File: config.mk
export PLATFORM = sky130hd
export DESIGN_NAME = repeater_mgmt_host_port
export DESIGN_NICKNAME = d
export VERILOG_FILES = /design/src/rtl/mgmt_port_pkg.sv /design/src/rtl/host_strobe_sequencer.sv /design/src/rtl/repeater_mgmt_host_port.sv
export SDC_FILE = /design/constraint.sdc
export NUM_CORES = 1
export LEC_CHECK = 0
export BUFFER_PORTS_ARGS = -buffer_cell sky130_fd_sc_hd__buf_2
export CORE_MARGIN = 2
export CORE_UTILIZATION = 40
export CTS_BUF_LIST = sky130_fd_sc_hd__clkbuf_4
export DETAILED_ROUTE_END_ITERATION = 7
export GPL_ROUTABILITY_DRIVEN = 0
export GPL_TIMING_DRIVEN = 1
export RECOVER_POWER = 25
export REMOVE_ABC_BUFFERS = 1
export SKIP_LAST_GASP = 1
export SLEW_MARGIN = 20
export SYNTH_ARGS = -nofsm -noshare
export SYNTH_HDL_FRONTEND = slang
export SYNTH_SLANG_ARGS = --single-unit
File: constraint.sdc
create_clock -name CORE_CLK_I -period 4.04 [get_ports CORE_CLK_I]
set_clock_uncertainty 0.05 [all_clocks]
set_input_delay 0 -clock CORE_CLK_I [delete_from_list [all_inputs] [get_ports CORE_CLK_I]]
set_output_delay 0 -clock CORE_CLK_I [all_outputs]
set_load 0.01 [all_outputs]
File: src/rtl/mgmt_port_pkg.sv
// Constants, types and decode helpers shared by the host port design files
package mgmt_port_pkg;

  // ****************************************
  // Command byte layout
  // ****************************************
  localparam int unsigned CMD_PREFIX_LSB = 5;        // Upper three bits pick the selector
  localparam logic [2:0] CMD_PREFIX_BANK = 3'h0;     // All zero loads the bank selector
  localparam logic [2:0] CMD_PREFIX_REG = 3'h7;      // All one loads the register selector

  // ****************************************
  // Bank numbers
  // ****************************************
  localparam logic [4:0] BANK_REPEATER = 5'h00;      // Repeater registers
  localparam logic [4:0] BANK_PORT_STATUS = 5'h01;   // Sticky event status bytes
  localparam logic [4:0] BANK_PORT_CONTROL = 5'h02;  // Interrupt enable bytes
  localparam logic [4:0] BANK_TP_FIRST = 5'h10;      // First twisted-pair port
  localparam logic [4:0] BANK_TP_LAST = 5'h17;       // Last twisted-pair port
  localparam logic [4:0] BANK_AUI = 5'h1F;           // AUI port attributes

  // ****************************************
  // Register numbers
  // ****************************************
  localparam logic [4:0] REG_SA_MATCH = 5'h0A;       // 6-byte address match value
  localparam logic [4:0] REG_TOTAL_OCTETS = 5'h0C;   // 4-byte counter
  localparam logic [4:0] REG_TX_COLLISIONS = 5'h0D;  // 4-byte counter
  localparam logic [4:0] REG_CONFIG = 5'h10;         // Configuration byte
  localparam logic [4:0] REG_VERSION = 5'h1C;        // Version byte
  localparam logic [4:0] REG_MGMT_SET = 5'h1E;       // Management port set byte
  localparam logic [4:0] REG_MGMT_GET = 5'h1F;       // Management port get byte
  localparam logic [4:0] REG_LAST_COUNTER = 5'h0C;   // Attribute counters run 0 to here
  localparam logic [4:0] REG_LAST_SA = 5'h0E;        // 6-byte last source address

  // ****************************************
  // Event sources, one status byte each
  // ****************************************
  localparam int unsigned NUM_SRC = 10;              // Status registers 0 to 9
  localparam logic [NUM_SRC-1:0] SRC_VALID = 10'h3EF;  // Register 4 is reserved
  localparam logic [NUM_SRC-1:0] SRC_TP = 10'h145;   // Sources tied to twisted-pair ports
  localparam logic [7:0] CONFIG_RESET = 8'h00;       // Configuration after reset
  localparam int unsigned CFG_MAC_MODE_BIT = 0;      // MAC interface mode enable
  localparam int unsigned CFG_IF_ERR_EN_BIT = 1;     // Interface error interrupt enable

  // ****************************************
  // Handshake timing
  // ****************************************
  localparam int unsigned CLK_PERIOD_PS = 8000;      // 125 MHz core clock
  localparam int unsigned HANDSHAKE_NS = 500;        // Typical cycle time
  localparam int unsigned HANDSHAKE_CYCLES =
    (HANDSHAKE_NS * 1000 + CLK_PERIOD_PS - 1) / CLK_PERIOD_PS;

  // ****************************************
  // Types
  // ****************************************
  typedef struct packed {
    logic [4:0] bank;                                // Bank selector
    logic [4:0] regn;                                // Register selector
  } sel_t;

  // Attribute bank test
  function automatic logic is_attr_bank(input logic [4:0] bank);
    return (bank >= BANK_TP_FIRST && bank <= BANK_TP_LAST) || bank == BANK_AUI;
  endfunction

  // Byte length of the selected register
  function automatic logic [2:0] attr_len(input sel_t sel);
    if (sel.bank == BANK_REPEATER && sel.regn == REG_SA_MATCH) begin
      return 3'h6;
    end else if (sel.bank == BANK_REPEATER &&
                 (sel.regn == REG_TOTAL_OCTETS || sel.regn == REG_TX_COLLISIONS)) begin
      return 3'h4;
    end else if (is_attr_bank(sel.bank) && sel.regn == REG_LAST_SA) begin
      return 3'h6;
    end else if (is_attr_bank(sel.bank) && sel.regn <= REG_LAST_COUNTER) begin
      return 3'h4;
    end
    return 3'h1;
  endfunction

endpackage

File: src/rtl/host_strobe_sequencer.sv
// Strobe handshake sequencer for the asynchronous host port
`timescale 1ns/1ps
`default_nettype none

module host_strobe_sequencer #(
  parameter int unsigned HS_CYCLES = mgmt_port_pkg::HANDSHAKE_CYCLES
) (
  // Clock and reset
  input wire logic clk_i,
  input wire logic rst_n_i,
  // Host strobes
  input wire logic cs_n_i,
  input wire logic rd_n_i,
  input wire logic wr_n_i,
  // Cycle events
  output logic start_o,
  output logic done_o,
  output logic is_read_o,
  output logic ready_drive_o
);

  localparam int unsigned CW = $clog2(HS_CYCLES + 1);
  localparam logic [CW-1:0] CNT_LOAD = CW'(HS_CYCLES - 1);

  typedef enum logic [1:0] {S_IDLE, S_COUNT, S_RELEASE} seq_state_t;

  seq_state_t state_q, state_d;    // Handshake phase
  logic [CW-1:0] cnt_q, cnt_d;     // Cycles left with ready held low
  logic act_q, act_d;              // Strobe activity last cycle
  logic read_q, read_d;            // Cycle is a read
  logic ready_q, ready_d;          // Ready pulled low
  logic act;                       // Select gated with either strobe
  logic own_up;                    // The strobe that opened the cycle is high

  // ****************************************
  // Next state
  // ****************************************
  always_comb begin
    act = !cs_n_i && (!rd_n_i || !wr_n_i);
    own_up = cs_n_i || (read_q ? rd_n_i : wr_n_i);
    state_d = state_q;
    cnt_d = cnt_q;
    act_d = act;
    read_d = read_q;
    ready_d = ready_q;
    start_o = 1'b0;
    done_o = 1'b0;
    unique case (state_q)
      S_IDLE: begin
        // Falling edge of a gated strobe opens a cycle
        if (act && !act_q) begin
          start_o = 1'b1;
          read_d = !rd_n_i;
          state_d = S_COUNT;
          cnt_d = CNT_LOAD;
          ready_d = 1'b1;
        end
      end
      S_COUNT: begin
        if (own_up) begin
          // Host gave up early: close the cycle anyway
          done_o = 1'b1;
          ready_d = 1'b0;
          state_d = S_IDLE;
        end else if (cnt_q == '0) begin
          ready_d = 1'b0;
          state_d = S_RELEASE;
        end else begin
          cnt_d = cnt_q - 1'b1;
        end
      end
      S_RELEASE: begin
        // Rising strobe completes the transfer
        if (own_up) begin
          done_o = 1'b1;
          state_d = S_IDLE;
        end
      end
    endcase
  end

  // Register the sequencer state
  always_ff @(posedge clk_i or negedge rst_n_i) begin
    if (!rst_n_i) begin
      state_q <= S_IDLE;
      cnt_q <= '0;
      act_q <= 1'b0;
      read_q <= 1'b0;
      ready_q <= 1'b0;
    end else begin
      state_q <= state_d;
      cnt_q <= cnt_d;
      act_q <= act_d;
      read_q <= read_d;
      ready_q <= ready_d;
    end
  end

  assign is_read_o = read_q;
  assign ready_drive_o = ready_q;

endmodule

`default_nettype wire

File: src/rtl/repeater_mgmt_host_port.sv
// Host processor port of the repeater management statistics device
// Summary of operation
// - Select high means command port, low data
// - Strobe falling edge pulls ready low
// - Cycle starts when select and strobe low
// - Release ready, capture write data at rise
// - Drive bus on read, release after rise
// - Handshake takes about five hundred nanoseconds
// - Reset: interrupt undriven, sources cleared, masked
// - Interrupt low while enabled source active
// - Interrupt releases after status reads clear
// - Command prefix zero loads bank selector
// - Command prefix ones loads register selector
// - First byte read copies attribute to holding
// - After last byte, sequence restarts fresh
// - Command write resets byte sequence
// - Selectors in any order, kept otherwise
// - Command port read returns status directly
// - Bank decode: repeater, status, control, ports
// - Counters 32 bits, addresses 48 bits
// - MAC mode voids twisted-pair statistics
// - Each event class separately maskable
// - Attribute values survive external reset
// - Data bus undriven unless read selected
`timescale 1ns/1ps
`default_nettype none

module repeater_mgmt_host_port #(
  parameter int unsigned HS_CYCLES = mgmt_port_pkg::HANDSHAKE_CYCLES,
  parameter logic [7:0] VERSION_ID = 8'h5A  // Arbitrary value
) (
  // Clock and reset
  input wire logic CORE_CLK_I,
  input wire logic RESETN_I,
  // Host strobes and select
  input wire logic CS_N_I,
  input wire logic RD_N_I,
  input wire logic WR_N_I,
  input wire logic CMD_SEL_I,
  // Host data bus, three-state
  input wire logic [7:0] HOST_DATA_I,
  output logic [7:0] HOST_DATA_O,
  output logic HOST_DATA_OE_O,
  // Open-drain ready, low while the cycle is held
  output logic READY_O,
  output logic READY_OE_O,
  // Open-drain interrupt, active low
  output logic INT_N_O,
  output logic INT_OE_O,
  // Event sources and statistics core
  input wire logic [mgmt_port_pkg::NUM_SRC-1:0][7:0] EVENT_I,
  input wire logic IF_ERR_I,
  input wire logic [47:0] ATTR_VALUE_I,
  output mgmt_port_pkg::sel_t ATTR_SEL_O,
  output logic MAC_MODE_O,
  // Management port bytes
  output logic [7:0] MGMT_SET_O,
  output logic MGMT_SET_STB_O,
  input wire logic [7:0] MGMT_GET_I
);

  localparam int unsigned NS = mgmt_port_pkg::NUM_SRC;

  // ****************************************
  // Declarations
  // ****************************************
  logic start;                          // Cycle opened this clock
  logic done;                           // Cycle closed this clock
  logic is_read;                        // Current cycle is a read
  logic ready_drive;                    // Sequencer holds ready low
  logic cmd_q, cmd_d;                   // Port latched at cycle start
  mgmt_port_pkg::sel_t sel_q, sel_d;    // Bank and register selectors
  logic [2:0] idx_q, idx_d;             // Byte position in attribute
  logic [47:0] hold_q, hold_d;          // Holding register
  logic [7:0] rdata_q, rdata_d;         // Read byte on the bus
  logic oe_q, oe_d;                     // Bus drive enable
  logic [7:0] wdata_q, wdata_d;         // Last byte seen under write strobe
  logic [NS-1:0][7:0] stat_q, stat_d;   // Sticky event status
  logic [NS-1:0][7:0] en_q, en_d;       // Interrupt enables
  logic if_err_q, if_err_d;             // Interface error pending
  logic [7:0] config_q, config_d;       // Configuration byte
  logic [47:0] sa_match_q, sa_match_d;  // Address match value
  logic [7:0] mgmt_q, mgmt_d;           // Management set byte
  logic mgmt_stb_q, mgmt_stb_d;         // Management set strobe
  logic int_q, int_d;                   // Interrupt line pulled low
  logic [2:0] len;                      // Length of selected register
  logic [47:0] cur_val;                 // Live value of selected register
  logic [7:0] status_byte;              // Command port read value
  logic [NS-1:0] ev_mask;               // Sources allowed to set
  logic [NS-1:0][7:0] clr;              // Status bytes cleared by a read
  logic mac_mode;                       // MAC interface mode
  logic last_byte;                      // Index at the final byte

  // ****************************************
  // Strobe handshake
  // ****************************************
  host_strobe_sequencer #(
    .HS_CYCLES(HS_CYCLES)
  ) u_seq (
    .clk_i(CORE_CLK_I),
    .rst_n_i(RESETN_I),
    .cs_n_i(CS_N_I),
    .rd_n_i(RD_N_I),
    .wr_n_i(WR_N_I),
    .start_o(start),
    .done_o(done),
    .is_read_o(is_read),
    .ready_drive_o(ready_drive)
  );

  // ****************************************
  // Read value selection
  // ****************************************
  always_comb begin
    mac_mode = config_q[mgmt_port_pkg::CFG_MAC_MODE_BIT];
    len = mgmt_port_pkg::attr_len(sel_q);
    last_byte = (idx_q == len - 3'h1);
    // Status summary: one bit per event class
    status_byte = {1'b0, if_err_q, |(stat_q[8] | stat_q[9]),
                   |(stat_q[6] | stat_q[7]), |stat_q[5], |stat_q[3],
                   |stat_q[2], |(stat_q[0] | stat_q[1])};
    cur_val = '0;
    // Bank decode
    if (sel_q.bank == mgmt_port_pkg::BANK_REPEATER) begin
      unique case (sel_q.regn)
        mgmt_port_pkg::REG_SA_MATCH: cur_val = sa_match_q;
        mgmt_port_pkg::REG_TOTAL_OCTETS,
        mgmt_port_pkg::REG_TX_COLLISIONS: cur_val = {16'h0000, ATTR_VALUE_I[31:0]};
        mgmt_port_pkg::REG_CONFIG: cur_val[7:0] = config_q;
        mgmt_port_pkg::REG_VERSION: cur_val[7:0] = VERSION_ID;
        mgmt_port_pkg::REG_MGMT_GET: cur_val[7:0] = MGMT_GET_I;
        default: cur_val = '0;
      endcase
    end else if (sel_q.bank == mgmt_port_pkg::BANK_PORT_STATUS) begin
      if (sel_q.regn < 5'(NS)) begin
        cur_val[7:0] = stat_q[sel_q.regn[3:0]];
      end
    end else if (sel_q.bank == mgmt_port_pkg::BANK_PORT_CONTROL) begin
      if (sel_q.regn < 5'(NS)) begin
        cur_val[7:0] = en_q[sel_q.regn[3:0]];
      end
    end else if (mgmt_port_pkg::is_attr_bank(sel_q.bank)) begin
      // Twisted-pair figures are void in MAC mode
      if (!(mac_mode && sel_q.bank != mgmt_port_pkg::BANK_AUI)) begin
        if (sel_q.regn == mgmt_port_pkg::REG_LAST_SA) begin
          cur_val = ATTR_VALUE_I;
        end else if (sel_q.regn <= mgmt_port_pkg::REG_LAST_COUNTER) begin
          cur_val = {16'h0000, ATTR_VALUE_I[31:0]};
        end
      end
    end
  end

  // ****************************************
  // Host access next state
  // ****************************************
  always_comb begin
    cmd_d = cmd_q;
    sel_d = sel_q;  // Unwritten selector keeps its value
    idx_d = idx_q;
    hold_d = hold_q;
    rdata_d = rdata_q;
    oe_d = oe_q;
    config_d = config_q;
    sa_match_d = sa_match_q;
    mgmt_d = mgmt_q;
    mgmt_stb_d = 1'b0;
    en_d = en_q;
    clr = '0;
    if_err_d = if_err_q;
    // Track the bus while the write strobe is low
    wdata_d = (!CS_N_I && !WR_N_I) ? HOST_DATA_I : wdata_q;
    if (start) begin
      cmd_d = CMD_SEL_I;
      if (!RD_N_I) begin
        oe_d = 1'b1;
        if (CMD_SEL_I) begin
          rdata_d = status_byte;
        end else if (idx_q == 3'h0) begin
          rdata_d = cur_val[7:0];
          if (len > 3'h1) begin
            hold_d = cur_val;
          end
        end else begin
          rdata_d = hold_q[8*idx_q +: 8];
        end
      end
    end
    if (done) begin
      oe_d = 1'b0;
      if (is_read && cmd_q) begin
        if_err_d = 1'b0;
      end else if (is_read) begin
        if (len > 3'h1) begin
          idx_d = last_byte ? 3'h0 : idx_q + 3'h1;
        end
        if (sel_q.bank == mgmt_port_pkg::BANK_PORT_STATUS && sel_q.regn < 5'(NS)) begin
          clr[sel_q.regn[3:0]] = 8'hFF;
        end
      end else if (cmd_q) begin
        idx_d = 3'h0;
        if (wdata_q[7:mgmt_port_pkg::CMD_PREFIX_LSB] == mgmt_port_pkg::CMD_PREFIX_BANK) begin
          sel_d.bank = wdata_q[4:0];
        end else if (wdata_q[7:mgmt_port_pkg::CMD_PREFIX_LSB] ==
                     mgmt_port_pkg::CMD_PREFIX_REG) begin
          sel_d.regn = wdata_q[4:0];
        end
      end else if (sel_q.bank == mgmt_port_pkg::BANK_REPEATER) begin
        if (sel_q.regn == mgmt_port_pkg::REG_SA_MATCH) begin
          // Address match is written low byte first
          hold_d[8*idx_q +: 8] = wdata_q;
          idx_d = last_byte ? 3'h0 : idx_q + 3'h1;
          if (last_byte) begin
            sa_match_d = hold_d;
          end
        end else if (sel_q.regn == mgmt_port_pkg::REG_CONFIG) begin
          config_d = wdata_q;
        end else if (sel_q.regn == mgmt_port_pkg::REG_MGMT_SET ||
                     sel_q.regn == mgmt_port_pkg::REG_MGMT_GET) begin
          mgmt_d = wdata_q;
          mgmt_stb_d = 1'b1;
        end
      end else if (sel_q.bank == mgmt_port_pkg::BANK_PORT_CONTROL && sel_q.regn < 5'(NS)) begin
        en_d[sel_q.regn[3:0]] = wdata_q;
      end
    end
    // Interface error sets over its own clear
    if (IF_ERR_I) begin
      if_err_d = 1'b1;
    end
  end

  // ****************************************
  // Event status and interrupt
  // ****************************************
  always_comb begin
    ev_mask = mgmt_port_pkg::SRC_VALID & ~(mac_mode ? mgmt_port_pkg::SRC_TP : '0);
    int_d = if_err_q && config_q[mgmt_port_pkg::CFG_IF_ERR_EN_BIT];
    for (int i = 0; i < NS; i++) begin
      // New events win over the clearing read
      stat_d[i] = (stat_q[i] & ~clr[i]) | (EVENT_I[i] & {8{ev_mask[i]}});
      int_d = int_d || |(stat_q[i] & en_q[i]);
    end
  end

  // ****************************************
  // Control registers with reset
  // ****************************************
  always_ff @(posedge CORE_CLK_I or negedge RESETN_I) begin
    if (!RESETN_I) begin
      cmd_q <= 1'b0;
      sel_q <= '0;
      idx_q <= 3'h0;
      rdata_q <= 8'h00;
      oe_q <= 1'b0;
      wdata_q <= 8'h00;
      stat_q <= '0;
      en_q <= '0;
      if_err_q <= 1'b0;
      config_q <= mgmt_port_pkg::CONFIG_RESET;
      mgmt_q <= 8'h00;
      mgmt_stb_q <= 1'b0;
      int_q <= 1'b0;
    end else begin
      cmd_q <= cmd_d;
      sel_q <= sel_d;
      idx_q <= idx_d;
      rdata_q <= rdata_d;
      oe_q <= oe_d;
      wdata_q <= wdata_d;
      stat_q <= stat_d;
      en_q <= en_d;
      if_err_q <= if_err_d;
      config_q <= config_d;
      mgmt_q <= mgmt_d;
      mgmt_stb_q <= mgmt_stb_d;
      int_q <= int_d;
    end
  end

  // ****************************************
  // Attribute storage kept through reset
  // ****************************************
  always_ff @(posedge CORE_CLK_I) begin
    hold_q <= hold_d;
    sa_match_q <= sa_match_d;
  end

  // ****************************************
  // Outputs
  // ****************************************
  assign HOST_DATA_O = rdata_q;
  assign HOST_DATA_OE_O = oe_q;
  assign READY_O = 1'b0;
  assign READY_OE_O = ready_drive;
  assign INT_N_O = 1'b0;
  assign INT_OE_O = int_q;
  assign ATTR_SEL_O = sel_q;
  assign MAC_MODE_O = mac_mode;
  assign MGMT_SET_O = mgmt_q;
  assign MGMT_SET_STB_O = mgmt_stb_q;

endmodule

`default_nettype wire

==> impl_metrics.yaml <==
job:
  max_cap_check_violation_count: 2
clock_tree:
  cts.reportedPaths.clkPinSlew_ns: 0.07
  ctsHoldBuffers: 239
  htree_num_levels: 3
  cts-resized-gates: 0
  tritoncts.num_buffers: 89
  clock_path_buffers: 3
  root_buffer: "clkbuf_4"
  worstSkewPairLatency_ns: 0.81
  clock_sinks: 317
  post_cts_buffers: 0
  tritoncts_clock_tree: "done"
outcome:
  run_status: "finished with violations"
  failed_checks: "capacitance limit, slew limit"
logic_synthesis:
  ys_top_cells_by_area: "dfrtp_1 (34%), mux2_2 (9.3%), edfxtp_1 (9.0%)"
  synth.area.mux_share_pct: 19.7
  number_of_enable_type_register_cells_in_the_synthesized_netlist: 48
  post-synth-top-count-cell: "dfrtp_1"
  synth-simple-area-share_pct: 10.7
  syn_area_per_cell_sq_um: 11.7
  synth_compound_gate_area_share_pct: 16.2
  asyncSetResetFlopFracSynth_pct: 69.7
  yosys.area.top_type: "dfrtp_1"
  postSynthCellCount: 1377
  synth-seq-cells: 317
  synth_commonest_cells: "dfrtp_1 (221), mux2_2 (133), nand2_1 (115)"
  synthesis.yosys.warnings: 0
  synth_fa_ha_area_share_pct: 0.856
  synth.top_cell.area_share_pct: 34.4
  netlist_area_sq_um: 16100
  seq_area_frac_synth_pct: 49.4
  synth-main-ff-cell: "dfrtp_1"
  synth.lib_cells_used.distinct: 70
  synth_top_family_by_area: "multiplexers"
  synth_xor_xnor_area_share_pct: 0.218
detailed_routing:
  post-route-drc-count: 0
  wirelength_met1_mm: 24.9
  highest-signal-layer: "met5"
  avgViaCountPerCell: 5.85
  met3RoutedLength_mm: 5.58
  wl_per_cell_microns: 24.1
  antenna_violating_nets_post_route: 0
  drt_pre_antenna_iters: 6
  postRouteWirelength_mm: 58.4
  via_count: 14200
  met2_length_mm: 25.5
  detailedRoute.firstIterationViolations: 1408
floorplan:
  floorplan.die.height_microns: 204
  io_pins: 184
  die_width_microns: 204
  placement_rows: 73
  initial_core_util_pct: 40.4
  core-area_sq_um: 39700
  die_area_sq_um: 41800
worst_setup_path:
  crit-reg2reg-launch: "ATTR_SEL_O[0]"
  worst-path-max-fanout: 39
  worst_ep_required_time_ns: 4.70
  critical_path_arrival_ns: 4.45
  critical_path_buf_inv_count: 2
  crit_chain: "or2b_1, nor3_1, a221o_1, dlygate4sd3_1, a211oi_1, dlygate4sd3_1, a31oi_1, a21o_1"
  end_kind: "flop"
  slowest_stage: "dfrtp_4"
  worst_path_largest_cell_delay_ns: 0.73
  timing.critical_path.from_type: "flop"
  path_class: "flop to flop"
  crit_path_start: "ATTR_SEL_O[0]"
  worst_path_dominant_cell_family: "buffers and inverters"
  path_common_cell: "dlygate4sd3_1"
grt:
  grt_overflow: 0
  grt_pass1_vias: 14200
  track_usage_pct: 28.2
  number_of_antenna_violations_at_the_first_check_in_global_routing: 6
  grt_start_max_net_pins: 105
  grt_first_pass_wirelength_mm: 87.6
final_layout:
  syn_to_final_growth_pct: 31.1
  design_area_sq_um: 21100
  post_route_cells_drive_above_1_share_pct: 28.9
  fin_nets: 1984
  layout.filler_cells: 3524
place:
  place_hpwl_mm: 39.4
  numPortBuffers: 173
  post-place-ws_ns: 0.814
  placed_cell_area_sq_um: 17500
sta:
  layout_setup_ws_ns: 0.251
  setup_total_negative_slack_ns: 0
  tightestPinTransition_ns: 2.17
  worst_hold_slack_ns: 0.125
  final_hold_viol_count: 0
  rsz0062_at_grt: "no"
  post-route-min-period_ns: 3.79
  finalSetupViolCount: 0
  max_slew_margin_pct: -45.0
  final-max-slew-violation-count: 119
  timing.final.crit_share_pct: 93.8
  max_clock_freq_ghz: 0.264
power_and_ir_drop:
  static-leakage-power_nw: 8.95
  peakVddDrop_uv: 228
  power_per_cell_area_nw_per_um2: 514
hold_path:
  worstHoldPathType: "input pin to flop"
  hp-start: "ATTR_VALUE_I[25]"
==> cell families (layout without fill, tap and decap cells) <==
kind of cell / count (synthesis) / in the layout
AOI/OAI and AO/OA: 355 / 355
and+or+nand+nor: 327 / 327
DFF: 317 / 317
muxes: 254 / 254
buffers and inverters: 108 / 625
adders and majority gates: 11 / 11
xor gates and xnor gates: 4 / 4
other: 1 / 4
==> worst register-to-register path, cell delays in order (launching register included) <==
cell and delay (ns):
dfrtp_4 0.73, or2b_1 0.36, nor3_1 0.66, a221o_1 0.30, dlygate4sd3_1 0.58, a211oi_1 0.12, dlygate4sd3_1 0.64, a31oi_1 0.17
a21o_1 0.10
==> path summary, 6_finish.rpt <==
kind	endpoint	slack, ns	cells past startpoint
max reg2reg	HOST_DATA_O[7]	0.25	8
min	hold_q[25]	0.12	5
max	HOST_DATA_O[7]	0.25	8
min reg2reg	HOST_DATA_O[0]	0.44	1
max in group asynchronous	stat_q[6]	1.07	4
min in group asynchronous	en_q[16]	0.85	4
==> metal layers <==
metal,global-route usage (%),vias up
li1,-,6239
met1,39.5,7033
met2,41.5,722
met3,6.66,177
met4,12.3,2
met5,0,-
==> sequential cells by signal (all words and copies together) (netlist names), 2 cells and up <==
name	count
stat_q	80
ATTR_SEL_O	10
hold_q	48
wdata_q	8
u_seq.state_q	2
MGMT_SET_O	8
config_q	8
HOST_DATA_O	8
u_seq.cnt_q	6
en_q	80
sa_match_q	48
idx_q	3
==> where the power goes <==
part           total (mW)  internal [mW]  switching (mW)  leakage (nW)
clock                3.11           1.65            1.46         0.700
combinational        3.32           1.49            1.83          4.69
sequential           4.40           3.66           0.744          3.56
total                10.8           6.80            4.04          8.95
==> stage by stage <==
stage          std cells  util (%)  power (mW)
2_1_floorplan       1284         -        6.10
3_3_place_gp        2017      44.0        7.39
3_5_place_dp        2017      44.0        7.45
4_1_cts             2420      53.1        10.8
5_1_grt             2422      53.0        11.3
6_report            2422      53.0        10.8
==> layout by cell type, fill, tap and decap left out, drive strengths merged, types with 13 or more instances in the layout <==
cell type,netlist,final
a221oi,16,16
nor2,46,46
nor3,14,14
inv,14,16
a21oi,15,15
a22o,97,97
and3,17,17
clkinv,0,24
edfxtp,48,48
nand3,29,29
dlygate4sd3,0,238
buf,40,206
nand4,17,17
nor4,20,20
clkbuf,54,138
o21ai,96,96
mux2,133,133
and2,13,13
mux2i,85,85
a21o,47,47
dfrtp,221,221
nand2,120,120
mux4,36,36
dfxtp,48,48
==> area by class of cell <==
type / instances / area [sq um] / area share, %
diodes: 2 / 5.00 / 0.0238
clock buffers: 135 / 1010 / 4.81
clock inverters: 29 / 168 / 0.796
inverters: 14 / 52.6 / 0.249
multi-input cells: 953 / 7690 / 36.5
flip-flops and latches: 317 / 7940 / 37.7
well taps: 525 / 657 / 3.12
repair buffers: 447 / 3540 / 16.8
Power figures use the tool's default switching activity.
